<file path="src/include/rtm_consts.svh">
// Constants of the receive stream TLP mapper
`ifndef RTM_CONSTS_SVH
`define RTM_CONSTS_SVH

`define RTM_READY_LATENCY  2
`define RTM_DW_W           32
`define RTM_FMT_DATA_BIT   30
`define RTM_FMT_4DW_BIT    29
`define RTM_TYPE_MSG_HI    28
`define RTM_TYPE_MSG_LO    27
`define RTM_TYPE_MSG_CODE  2'h2
`define RTM_ADDR_QW_BIT    2
`define RTM_HDR_3DW        3'h3
`define RTM_HDR_4DW        3'h4
`define RTM_UPPER_QW_LANE  3'h2
`define RTM_LANES_64       4'h2
`define RTM_LANES_128      4'h4

`endif

</file>
<file path="src/include/rtm_pkg.sv">
// Types shared by the receive stream TLP mapper
package rtm_pkg;

	typedef struct packed {
		logic first;
		logic last;
		logic void_hi;
		logic err;
	} rtm_mark_t;

endpackage

</file>
<file path="src/core/rtm_ready_delay.sv">
// Ready latency pipeline for the receive stream
`timescale 1ns/1ps
`default_nettype none

module rtm_ready_delay #(
	parameter int LAT = 2
) (
	input  wire logic           sys_clk_in,
	input  wire logic           rstn_in,
	input  wire logic           ready_in,
	output logic  [LAT:1]       tap_out
);

	// One register holds every stage so each bit has a single driver
	logic [LAT:1] stage_ff;

	always_ff @(posedge sys_clk_in or negedge rstn_in) begin
		if (!rstn_in) begin
			stage_ff <= '0;
		end else begin
			stage_ff[1] <= ready_in;
			for (int i = 2; i <= LAT; i++) begin
				stage_ff[i] <= stage_ff[i-1];
			end
		end
	end

	assign tap_out = stage_ff;

endmodule

`default_nettype wire

</file>
<file path="src/core/rtm_rx_mapper.sv">
// Receive stream TLP mapper: header/payload byte order, qword alignment, beat framing
//
// Overview of operation
// - Header dwords pass in wire order, byte 0 in the top byte lane.
// - Payload dwords have their bytes reversed, byte 4n lowest.
// - Message TLPs are framed as four-dword headers.
// - Payload stays address aligned even when header address is meaningless.
// - Payload aligned to qwords; misaligned start shifts it into the upper dword.
// - Request payload position taken from request address bit 2.
// - Completion payload position from lower address bit 2.
// - Lanes before a misaligned start carry no data; receiver ignores them.
// - Address translation bits are never checked; no malformed flag raised.
// - Stream width is a fixed 64 or 128 bit instance choice.
// - First marker only on the first beat, meaningful with valid.
// - Last marker only on the final beat, meaningful with valid.
// - 128-bit mode flags a void upper qword; unused at 64 bits.
// - Valid on cycle n+2 only if ready was high on cycle n.
// - First payload dword lane depends on address qword alignment.
// - Valid drops within two clocks of ready falling, resumes within two.
// - Uncorrectable error flag held with valid; packet may end early.
`timescale 1ns/1ps
`default_nettype none
`include "rtm_consts.svh"

module rtm_rx_mapper
	import rtm_pkg::*;
#(
	parameter int DATA_W = 128
) (
	input  wire logic                sys_clk_in,
	input  wire logic                rstn_in,
	input  wire logic [31:0]         tlp_dword_in,
	input  wire logic                tlp_valid_in,
	input  wire logic                tlp_last_in,
	input  wire logic                tlp_err_in,
	output logic                     tlp_ready_out,
	input  wire logic                rx_sink_ready_in,
	output logic [DATA_W-1:0]        rx_stream_payload_out,
	output logic                     rx_beat_valid_out,
	output logic                     rx_packet_first_out,
	output logic                     rx_packet_last_out,
	output logic                     rx_upper_qword_void_out,
	output logic                     rx_uncorrectable_flag_out
);

	localparam logic [3:0] LANES = 4'(DATA_W / `RTM_DW_W);
	localparam bit         WIDE  = (LANES == `RTM_LANES_128);

	////////////////////////////////////////////////////////////////////////////

	function automatic logic [31:0] swap_bytes(input logic [31:0] d);
		swap_bytes = {d[7:0], d[15:8], d[23:16], d[31:24]};
	endfunction

	// Messages always take the four-dword framing
	function automatic logic [2:0] hdr_len(input logic [31:0] d);
		if (d[`RTM_FMT_4DW_BIT] ||
			d[`RTM_TYPE_MSG_HI:`RTM_TYPE_MSG_LO] == `RTM_TYPE_MSG_CODE) begin
			hdr_len = `RTM_HDR_4DW;
		end else begin
			hdr_len = `RTM_HDR_3DW;
		end
	endfunction

	////////////////////////////////////////////////////////////////////////////

	logic [`RTM_READY_LATENCY-1:1] rdy_tap;

	// Output register supplies the last stage of the ready latency
	rtm_ready_delay #(
		.LAT        (`RTM_READY_LATENCY - 1)
	) u_ready_delay (
		.sys_clk_in (sys_clk_in),
		.rstn_in    (rstn_in),
		.ready_in   (rx_sink_ready_in),
		.tap_out    (rdy_tap)
	);

	logic              rdy_now;
	logic              rdy_soon;
	assign rdy_now  = rdy_tap[`RTM_READY_LATENCY-1];
	// Ready seen now frees the beat one edge later; exact for a latency of two
	assign rdy_soon = rx_sink_ready_in;

	logic [DATA_W-1:0] beat_ff;
	logic [DATA_W-1:0] nxt_beat;
	rtm_mark_t         mark_ff;
	rtm_mark_t         nxt_mark;
	logic              full_ff;
	logic              nxt_full;
	logic [1:0]        lane_ff;
	logic [1:0]        nxt_lane;
	logic [2:0]        hidx_ff;
	logic [2:0]        hlen_ff;
	logic              data_ff;
	logic              drop_ff;
	logic              tlp_ready_ff;

	logic              acc;
	logic              pop;
	logic              is_dw0;
	logic              is_hdr;
	logic              is_hlast;
	logic              has_data;
	logic              ending;
	logic              skip;
	logic [2:0]        cur_len;
	logic [2:0]        pos;
	logic [31:0]       wr_dw;

	// Beat pops one clock after ready was seen; valid shows on the clock after that
	assign pop = full_ff && rdy_now;
	assign acc = tlp_valid_in && tlp_ready_ff;

	always_comb begin
		is_dw0   = (hidx_ff == 3'h0);
		cur_len  = is_dw0 ? hdr_len(tlp_dword_in) : hlen_ff;
		has_data = is_dw0 ? tlp_dword_in[`RTM_FMT_DATA_BIT] : data_ff;
		is_hdr   = (hidx_ff < cur_len);
		is_hlast = is_hdr && ((hidx_ff + 3'h1) == cur_len);
		ending   = tlp_last_in || tlp_err_in;
		// Address bit 2 sits in the last header dword for requests and completions;
		// AT bits are passed through untouched
		skip     = is_hlast && has_data && !ending &&
			(((3'({1'b0, lane_ff}) + 3'h1) & 3'h1) != 3'({2'b0, tlp_dword_in[`RTM_ADDR_QW_BIT]}));
		pos      = 3'({1'b0, lane_ff}) + 3'h1 + 3'({2'b0, skip});
		wr_dw    = is_hdr ? tlp_dword_in : swap_bytes(tlp_dword_in);
		// Cleared on pop so skipped lanes hold zero
		nxt_beat = pop ? '0 : beat_ff;
		nxt_mark = pop ? '0 : mark_ff;
		nxt_full = full_ff && !pop;
		nxt_lane = lane_ff;
		if (acc && !drop_ff) begin
			nxt_beat[lane_ff*`RTM_DW_W +: `RTM_DW_W] = wr_dw;
			nxt_mark.first = nxt_mark.first || is_dw0;
			nxt_mark.err   = nxt_mark.err || tlp_err_in;
			if (ending) begin
				nxt_mark.last    = 1'b1;
				nxt_mark.void_hi = WIDE && (3'({1'b0, lane_ff}) < `RTM_UPPER_QW_LANE);
				nxt_full         = 1'b1;
				nxt_lane         = 2'h0;
			end else if (pos >= 3'(LANES)) begin
				nxt_full = 1'b1;
				nxt_lane = 2'(pos - 3'(LANES));
			end else begin
				nxt_lane = 2'(pos);
			end
		end
	end

	////////////////////////////////////////////////////////////////////////////

	always_ff @(posedge sys_clk_in or negedge rstn_in) begin
		if (!rstn_in) begin
			beat_ff <= '0;
			mark_ff <= '0;
			full_ff <= 1'b0;
			lane_ff <= 2'h0;
		end else begin
			beat_ff <= nxt_beat;
			mark_ff <= nxt_mark;
			full_ff <= nxt_full;
			lane_ff <= nxt_lane;
		end
	end

	// Taking a word while full is safe only because the pop is already certain
	always_ff @(posedge sys_clk_in or negedge rstn_in) begin
		if (!rstn_in) begin
			tlp_ready_ff <= 1'b0;
		end else begin
			tlp_ready_ff <= !nxt_full || rdy_soon;
		end
	end

	always_ff @(posedge sys_clk_in or negedge rstn_in) begin
		if (!rstn_in) begin
			hidx_ff <= 3'h0;
			hlen_ff <= `RTM_HDR_3DW;
			data_ff <= 1'b0;
			drop_ff <= 1'b0;
		end else if (acc) begin
			if (ending) begin
				hidx_ff <= 3'h0;
			end else if (is_hdr && !drop_ff) begin
				hidx_ff <= hidx_ff + 3'h1;
			end
			if (is_dw0 && !drop_ff) begin
				hlen_ff <= cur_len;
				data_ff <= has_data;
			end
			// Error ends the packet early; rest of the TLP is discarded
			drop_ff <= tlp_err_in ? !tlp_last_in : (drop_ff && !tlp_last_in);
		end
	end

	always_ff @(posedge sys_clk_in or negedge rstn_in) begin
		if (!rstn_in) begin
			rx_beat_valid_out         <= 1'b0;
			rx_stream_payload_out     <= '0;
			rx_packet_first_out       <= 1'b0;
			rx_packet_last_out        <= 1'b0;
			rx_upper_qword_void_out   <= 1'b0;
			rx_uncorrectable_flag_out <= 1'b0;
		end else begin
			rx_beat_valid_out <= pop;
			if (pop) begin
				rx_stream_payload_out     <= beat_ff;
				rx_packet_first_out       <= mark_ff.first;
				rx_packet_last_out        <= mark_ff.last;
				rx_upper_qword_void_out   <= mark_ff.void_hi;
				rx_uncorrectable_flag_out <= mark_ff.err;
			end else begin
				rx_packet_first_out       <= 1'b0;
				rx_packet_last_out        <= 1'b0;
				rx_upper_qword_void_out   <= 1'b0;
				rx_uncorrectable_flag_out <= 1'b0;
			end
		end
	end

	assign tlp_ready_out = tlp_ready_ff;

	////////////////////////////////////////////////////////////////////////////
	// Checking helpers

	logic [31:0] hdr0_ff;
	logic        in_pkt_ff;

	always_ff @(posedge sys_clk_in or negedge rstn_in) begin
		if (!rstn_in) begin
			hdr0_ff   <= '0;
			in_pkt_ff <= 1'b0;
		end else begin
			if (acc && is_dw0 && !drop_ff) begin
				hdr0_ff <= tlp_dword_in;
			end
			if (rx_beat_valid_out) begin
				in_pkt_ff <= !rx_packet_last_out;
			end
		end
	end

	chk_valid_latency: assert property (@(posedge sys_clk_in) disable iff (!rstn_in)
		rx_beat_valid_out |-> $past(rx_sink_ready_in, `RTM_READY_LATENCY))
		else $error("valid without ready two cycles before");

	chk_valid_drops: assert property (@(posedge sys_clk_in) disable iff (!rstn_in)
		!rx_sink_ready_in |-> ##`RTM_READY_LATENCY !rx_beat_valid_out)
		else $error("valid not dropped after ready fell");

	chk_first_only_start: assert property (@(posedge sys_clk_in) disable iff (!rstn_in)
		(rx_beat_valid_out && in_pkt_ff) |-> !rx_packet_first_out)
		else $error("first marker inside a packet");

	chk_last_in_packet: assert property (@(posedge sys_clk_in) disable iff (!rstn_in)
		(rx_beat_valid_out && rx_packet_last_out) |-> (in_pkt_ff || rx_packet_first_out))
		else $error("last marker outside a packet");

	chk_void_width: assert property (@(posedge sys_clk_in) disable iff (!rstn_in)
		rx_upper_qword_void_out |-> (WIDE && rx_beat_valid_out && rx_packet_last_out))
		else $error("void flag on wrong beat or width");

	chk_err_with_valid: assert property (@(posedge sys_clk_in) disable iff (!rstn_in)
		rx_uncorrectable_flag_out |-> (rx_beat_valid_out && rx_packet_last_out))
		else $error("error flag without valid last beat");

	chk_header_order: assert property (@(posedge sys_clk_in) disable iff (!rstn_in)
		(pop && mark_ff.first) |=> (rx_stream_payload_out[31:0] == $past(hdr0_ff)))
		else $error("header dword 0 misplaced");

	chk_payload_swap: assert property (@(posedge sys_clk_in) disable iff (!rstn_in)
		(acc && !drop_ff && !is_hdr && lane_ff == 2'h0)
		|=> (beat_ff[31:0] == swap_bytes($past(tlp_dword_in))))
		else $error("payload byte order wrong");

	chk_qword_align: assert property (@(posedge sys_clk_in) disable iff (!rstn_in)
		(acc && !drop_ff && is_hlast && has_data && !ending)
		|=> (lane_ff[0] == $past(tlp_dword_in[`RTM_ADDR_QW_BIT])))
		else $error("payload not qword aligned");

endmodule

`default_nettype wire

</file>
<file path="config.mk">
export PLATFORM = sky130hd
export DESIGN_NAME = rtm_rx_mapper
export DESIGN_NICKNAME = d
export VERILOG_FILES = /design/src/include/rtm_pkg.sv /design/src/core/rtm_ready_delay.sv /design/src/core/rtm_rx_mapper.sv
export VERILOG_INCLUDE_DIRS = /design/src /design/src/include
export SDC_FILE = /design/constraint.sdc
export NUM_CORES = 1
export LEC_CHECK = 0
export BUFFER_PORTS_ARGS = -buffer_cell sky130_fd_sc_hd__buf_2
export CAP_MARGIN = 20
export CORE_MARGIN = 8
export CORE_UTILIZATION = 45
export CTS_CLUSTER_DIAMETER = 200
export DETAILED_ROUTE_END_ITERATION = 16
export PLACE_DENSITY = 0.65
export SLEW_MARGIN = 20
export SYNTH_ARGS = -nofsm -noshare
export SYNTH_HDL_FRONTEND = slang
export SYNTH_SLANG_ARGS = --single-unit
</file>
<file path="constraint.sdc">
create_clock -name sys_clk_in -period 4.3 [get_ports sys_clk_in]
set_clock_uncertainty 0.1 [all_clocks]
set_input_delay 0.86 -clock sys_clk_in [delete_from_list [all_inputs] [get_ports sys_clk_in]]
set_output_delay 0.86 -clock sys_clk_in [all_outputs]
set_load 0.03 [all_outputs]
</file>
After elaboration in Yosys (flattened, before gate mapping)
Cells that the tools add are included.
{"block": "totals", "ff_bits": 278, "elab_cells": 79}
{"block": "classes", "n_addsub": 5, "magnitude_cmp": 3, "eq_ne": 3, "shifts": 2, "mux": 22, "n_reduce_logical": 25}
{"cell": "two-way mux 128 bit", "n": 2}
{"cell": "bitwise mux 128 bit", "n": 1}
{"cell": "variable shift 32 x 34 -> 128 bit, first input constant", "n": 1}
{"cell": "indexed part select 32 x 34 -> 128 bit", "n": 1}
{"cell": "negation 7 -> 34 bit", "n": 1}
{"cell": "two-way mux 32 bit", "n": 1}
{"cell": "two-way mux 3 bit", "n": 4}
{"cell": "logical AND 1 bit", "n": 11}
{"cell": "two-way mux 1 bit", "n": 9}
{"cell": "two-way mux 4 bit", "n": 2}
{"cell": "two-way mux 2 bit", "n": 3}
{"cell": "logical NOT 1 bit", "n": 5}
{"cell": "logical OR 1 bit", "n": 5}
{"cell": "AND reduction 2 bit", "n": 2}
{"cell": "adder 2 x 1 -> 3 bit, second input constant", "n": 1}
{"cell": "adder 3 x 1 -> 3 bit", "n": 1}
{"cell": "adder 3 x 1 -> 3 bit, second input constant", "n": 1}
{"cell": "equality test 3 bit", "n": 1}
{"cell": "greater-or-equal comparator 3 bit, second input constant", "n": 1}
{"cell": "logical NOT 3 bit", "n": 1}
{"cell": "< comparator 3 bit", "n": 1}
{"cell": "equality test 2 bit, second input constant", "n": 1}
{"cell": "< comparator 2 bit, second input constant", "n": 1}
{"cell": "nonzero test 2 bit", "n": 1}
{"cell": "other kinds (2)", "n": 2}

Logic depth before layout (Yosys ltp)
{"block": "depth", "ltp_word": 16, "depth_mapped": 17}

By module
A second synthesis with hierarchy kept.
{"block": "unflattened", "cells_unflattened": 1106, "hier_area_um2": 10719.0}
{"mod": "rtm_rx_mapper", "instances": 1, "cells_each": 1105, "area_each_um2": 10694.0, "seq_area_each_um2": 6934.2}
{"mod": "rtm_ready_delay", "instances": 1, "cells_each": 1, "area_each_um2": 25.0, "seq_area_each_um2": 25.0}

Least setup slack after synthesis
OpenSTA, ideal clock, no wires.
{"block": "synth_path", "kind": "input -> register", "from": "input port tlp_dword_in[27]", "to": "register lane_ff[1]", "setup_time_ps": 83, "arrival_ps": 3453, "t_required_ps": 4117, "path_slack_ps": 665, "cell_stages": 12, "n_path_buf": 1, "path_cell_list": "nand2b_1 -> nand3_2 -> o21ai_0 -> ha_1 -> a31o_2 -> or2_1 -> buf_6 -> or2_1 -> or3_1 -> fa_1 -> or3_1 -> o21ai_0"}
{"block": "synth_via", "elab_chain_cells": 13}
{"item": "start, declared", "line": "rtm_rx_mapper.sv:32", "text": "input wire logic [31:0] tlp_dword_in,"}
{"item": "equality test 2 bit (no line) *"}
{"item": "logical OR 1 bit (no line) *"}
{"item": "two-way mux 3 bit *", "line": "rtm_rx_mapper.sv:57", "text": "if (d[`RTM_FMT_4DW_BIT] ||"}
{"item": "two-way mux 3 bit *", "line": "rtm_rx_mapper.sv:117", "text": "cur_len = is_dw0 ? hdr_len(tlp_dword_in) : hlen_ff;"}
{"item": "< comparator 3 bit or equality test 3 bit (tied branches)", "line": "rtm_rx_mapper.sv:119, rtm_rx_mapper.sv:120"}
{"item": "logical AND 1 bit *", "line": "rtm_rx_mapper.sv:120", "text": "is_hlast = is_hdr && ((hidx_ff + 3'h1) == cur_len);"}
{"item": "logical AND 1 bit * (3 in series)", "line": "rtm_rx_mapper.sv:124", "text": "skip = is_hlast && has_data && !ending &&"}
{"item": "adder 3 x 1 -> 3 bit *", "line": "rtm_rx_mapper.sv:126", "text": "pos = 3'({1'b0, lane_ff}) + 3'h1 + 3'({2'b0, skip});"}
{"item": "greater-or-equal comparator 3 bit or subtractor 2 x 1 -> 2 bit (tied branches)", "line": "rtm_rx_mapper.sv:142, rtm_rx_mapper.sv:144"}
{"item": "two-way mux 2 bit *", "line": "rtm_rx_mapper.sv:142", "text": "end else if (pos >= 3'(LANES)) begin"}
{"item": "two-way mux 2 bit *", "line": "rtm_rx_mapper.sv:137", "text": "if (ending) begin"}
{"item": "end signal, assigned", "line": "rtm_rx_mapper.sv:163", "text": "lane_ff <= nxt_lane;"}
{"item": "end, declared", "line": "rtm_rx_mapper.sv:91", "text": "logic [1:0] lane_ff;"}
Every way passes the cells marked *; elsewhere a longest branch is shown, timed or not.
A chain may end at the register's enable or synchronous reset.

Worst setup path after layout
{"block": "layout_path", "from": "register hidx_ff[0]", "to": "register lane_ff[1]"}
{"block": "layout_via", "elab_chain_cells": 11}
{"item": "start, declared", "line": "rtm_rx_mapper.sv:93", "text": "logic [2:0] hidx_ff;"}
{"item": "start signal, assigned", "line": "rtm_rx_mapper.sv:186", "text": "hidx_ff <= hidx_ff + 3'h1;"}
{"item": "logical NOT 3 bit", "line": "rtm_rx_mapper.sv:116", "text": "is_dw0 = (hidx_ff == 3'h0);"}
{"item": "two-way mux 3 bit", "line": "rtm_rx_mapper.sv:117"}
{"item": "< comparator 3 bit or equality test 3 bit (tied branches)", "line": "rtm_rx_mapper.sv:119, rtm_rx_mapper.sv:120"}
{"item": "logical AND 1 bit", "line": "rtm_rx_mapper.sv:120"}
{"item": "logical AND 1 bit * (3 in series)", "line": "rtm_rx_mapper.sv:124"}
{"item": "adder 3 x 1 -> 3 bit *", "line": "rtm_rx_mapper.sv:126"}
{"item": "greater-or-equal comparator 3 bit or subtractor 2 x 1 -> 2 bit (tied branches)", "line": "rtm_rx_mapper.sv:142, rtm_rx_mapper.sv:144"}
{"item": "two-way mux 2 bit *", "line": "rtm_rx_mapper.sv:142"}
{"item": "two-way mux 2 bit *", "line": "rtm_rx_mapper.sv:137"}
Marked as above.

==> flow_summary_export.csv <==
group,metric,value,unit
clocking,cts_hold_buf,0,
cells_and_area,syn_to_final_growth,19.6,%
power_and_ir_drop,sw_frac_of_total,30.9,%
detailed_routing,wl_met3,1880,um
synth,ys_ff_latch,278,
synth,synth_top_family_by_area,"simple AND/OR/NAND/NOR gates",
synth,synth_area,10700,um^2
clocking,clock_latency,520,ps
global_routing,grt-ovfl-total,0,
detailed_routing,routed_wl,28200,um
placed_design,portBuffers,171,
detailed_routing,vias_per_cell,5.08,
detailed_routing,drtPass1Iterations,5,
cells_and_area,nets,1312,
detailed_routing,ant_nets,0,
synth,synth-edff-count,0,
synth,syn_inst,1106,
clocking,postCtsSetupRepairBufs,0,
detailed_routing,met2WireLength,13000,um
setup_path,worstPathArrival,3910,ps
floorplan,rows,56,
setup_path,r2r_slack,730,ps
power_and_ir_drop,p_int,4.69,mW
setup_path,start_kind,"flop",
cells_and_area,instances_no_fill,1600,
global_routing,grt_pass1_wl,46000,um
setup_path,endpoint_kind,"flop",
clocking,clock_path_buffers,3,
floorplan,die_w,170,um
sta,hold_viol,0,
hold_path,hold_path.class,"input pin to async pin",
synth,ys_types,41,
floorplan,coreArea,23400,um^2
sta,maxSlewViolCount,0,
power_and_ir_drop,ir_drop,0.000267,V
synth,synth_flop_cell,"dfrtp_1",
synth,ys_top_cells_by_area,"dfrtp_1, nand2_1, o21ai_0, mux2i_1, clkbuf_1",
floorplan,fp.dieArea,29000,um^2
cells_and_area,final_layout_size_suffix_gt1_share,19.0,%
cells_and_area,utilization,54.8,%
sta,fin_crit_sh,82.9,%
synth,async_flop_share,100,%
cells_and_area,antenna_cells,0,
placed_design,dp_hpwl,18300,um
synth,synthXorXnorAreaFrac,0,%
sta,slew_headroom,26.5,%
synth,synthSimpleGateAreaFrac,20.3,%
clocking,cts_tree,"built",
flow_run,maxCapViolCount,0,
detailed_routing,wl_met1,12900,um
floorplan,io_pins,172,
detailed_routing,vias,8133,
synth,synth_top_area_share,64.4,%
setup_path,required,4640,ps
clocking,cts_sinks,278,
detailed_routing,drc,0,
synth,syn_nets,1153,
placed_design,placedCellCount,1554,
synth,synth.area.mux_share,3.23,%
detailed_routing,top_layer,"met4",
synth,synth_compound_area_share,7.77,%
synth,avgSynthCellArea,9.69,um^2
cells_and_area,fillers,2212,
clocking,cts_root_buf,"clkbuf_16",
detailed_routing,drtIter0Drc,510,
sta,finalCriticalPeriod,3570,ps
synth,synthAdderAreaFrac,1.12,%
synth,yosysTopAreaCell,"dfrtp_1",
clocking,cts-resized-gates,0,
placed_design,place_congestion,0.820,
sta,final-setup-viol-count,0,
run_status,outcome,"completed",
sta,rsz0062_at_grt,"no",
sta,fmax,0.280,GHz
power_and_ir_drop,seqPwrFrac,46.2,%
floorplan,start_util,45.8,%
power_and_ir_drop,p_per_area,530,nW/um^2
power_and_ir_drop,power_frac_comb,19.1,%
sta,tns,0,ps
global_routing,antenna_found_initial,0,
clocking,path_clk_slew,60,ps
global_routing,first_global_vias,8370,
power_and_ir_drop,power_leakage,6.97,nW
synth,yosys_warnings,0,
power_and_ir_drop,switching_power,2.10,mW
floorplan,fp.dieH,170,um
setup_path,crit_fanout,6,
setup_path,critical_path_class,"flop to flop",
global_routing,grt_max_degree,92,
clocking,h-tree-depth,1,
power_and_ir_drop,clkPwrFrac,34.7,%
setup_path,r2r_end,"lane_ff[1]$_DFFE_PN0P_",
clocking,cts_inserted_buffers,27,
sta,tightestPinTransition,1100,ps
global_routing,grt_usage,19.7,%
detailed_routing,wl_per_cell,17.6,um
setup_path,r2r_start,"hidx_ff[0]$_DFFE_PN0P_",
synth,yosysSeqAreaShare,64.9,%
setup_path,rr_worst_depth,13,
-- registers in the layout, summed over array words and instances, names as in the netlist --
signal / count
mark_ff: 4
u_ready_delay.tap_out: 1
full_ff: 1
drop_ff: 1
rx_beat_valid_out: 1
hlen_ff: 3
rx_upper_qword_void_out: 1
beat_ff: 128
rx_packet_last_out: 1
rx_packet_first_out: 1
hidx_ff: 3
lane_ff: 2
data_ff: 1
tlp_ready_out: 1
rx_uncorrectable_flag_out: 1
rx_stream_payload_out: 128
-- cells in the final DEF (no fill, tap or decap), types with 9 or more instances in the layout --
master / netlist / layout
nand2_1: 523 / 522
dfrtp_1: 276 / 276
buf_2: 0 / 170
o21ai_0: 116 / 116
mux2i_1: 31 / 31
clkbuf_16: 0 / 27
o21ai_1: 18 / 18
buf_4: 0 / 15
inv_1: 10 / 10
nor2_1: 9 / 9
-- Yosys cell counts (2+ instances only) --
master	instances
nor2_1	9
or2_1	2
nand4_1	4
mux2_2	2
nor3_1	5
a22o_1	2
mux2i_1	31
a31o_2	2
nand3_1	2
or3_1	2
a21oi_1	6
nand2b_1	2
inv_1	10
buf_1	2
dfrtp_1	276
o221ai_1	2
a21o_1	2
o21ai_0	116
a31oi_1	2
buf_6	4
o21ai_1	18
ha_1	8
nand2_1	523
or2_2	2
dfstp_2	2
clkbuf_1	52
and3_1	4
-- cell families after synthesis --
group / Yosys count
adder cells (fa/ha/maj): 9
AND/OR/NAND/NOR: 560
multiplexers: 34
AO/OA/AOI/OAI: 156
flip-flops: 278
buffers and inverters: 69
-- metrics by stage --
stage	hold WS [ps]	setup slack, ps	power [mW]	instance area (um^2)
3_5_place_dp	351	491	4.49	11900
3_3_place_gp	345	510	4.47	11900
4_1_cts	249	733	6.86	12800
2_1_floorplan	339	665	3.99	10700
5_1_grt	274	477	7.12	12800
6_report	207	733	6.80	12800
-- critical path: stages (launching register included) --
cell	delay [ps]
dfrtp_1	400
inv_1	90
ha_1	220
nor2b_2	210
nand3_2	140
o21ai_0	110
ha_1	270
a31o_2	260
or2_2	280
or2_1	240
or3_1	320
fa_1	420
or3_1	360
o21ai_0	70
-- layer usage --
layer  global-route usage [%]  up-vias
met1                     27.7     4018
met3                     3.82       27
li1                         -     3851
met4                     4.58        0
met2                     31.3      237
met5                        0        -
-- worst max path at each step --
stage                           startpoint                endpoint  slack (ps)  cells past startpoint
floorplan                 tlp_dword_in[27]  lane_ff[1]$_DFFE_PN0P_         660                     12
global placement          tlp_dword_in[27]  lane_ff[1]$_DFFE_PN0P_         510                     12
detailed placement        tlp_dword_in[27]  lane_ff[1]$_DFFE_PN0P_         490                     12
CTS                 hidx_ff[1]$_DFFE_PN0P_  lane_ff[1]$_DFFE_PN0P_         730                     13
global route        hidx_ff[0]$_DFFE_PN0P_  lane_ff[1]$_DFFE_PN0P_         480                     13
finish              hidx_ff[0]$_DFFE_PN0P_  lane_ff[1]$_DFFE_PN0P_         730                     13
-- power groups by stage --
stage	registers (mW)	clock network (mW)	logic [mW]
4_1_cts	3.14	2.41	1.31
3_5_place_dp	3.18	0	1.31
3_3_place_gp	3.17	0	1.29
6_report	3.14	2.36	1.30
2_1_floorplan	3.47	0	0.526
5_1_grt	3.17	2.51	1.43
-- cell type report --
type	instances	area [um^2]	area share [%]
inverter	11	43.8	0.342
timing repair buffer	188	1010	7.91
multi-input combinational	759	3520	27.5
clock buffer	42	812	6.34
tap	319	399	3.11
sequential	278	6960	54.3
clock inverter	3	65.1	0.508
Power figures use the tool's default switching activity.
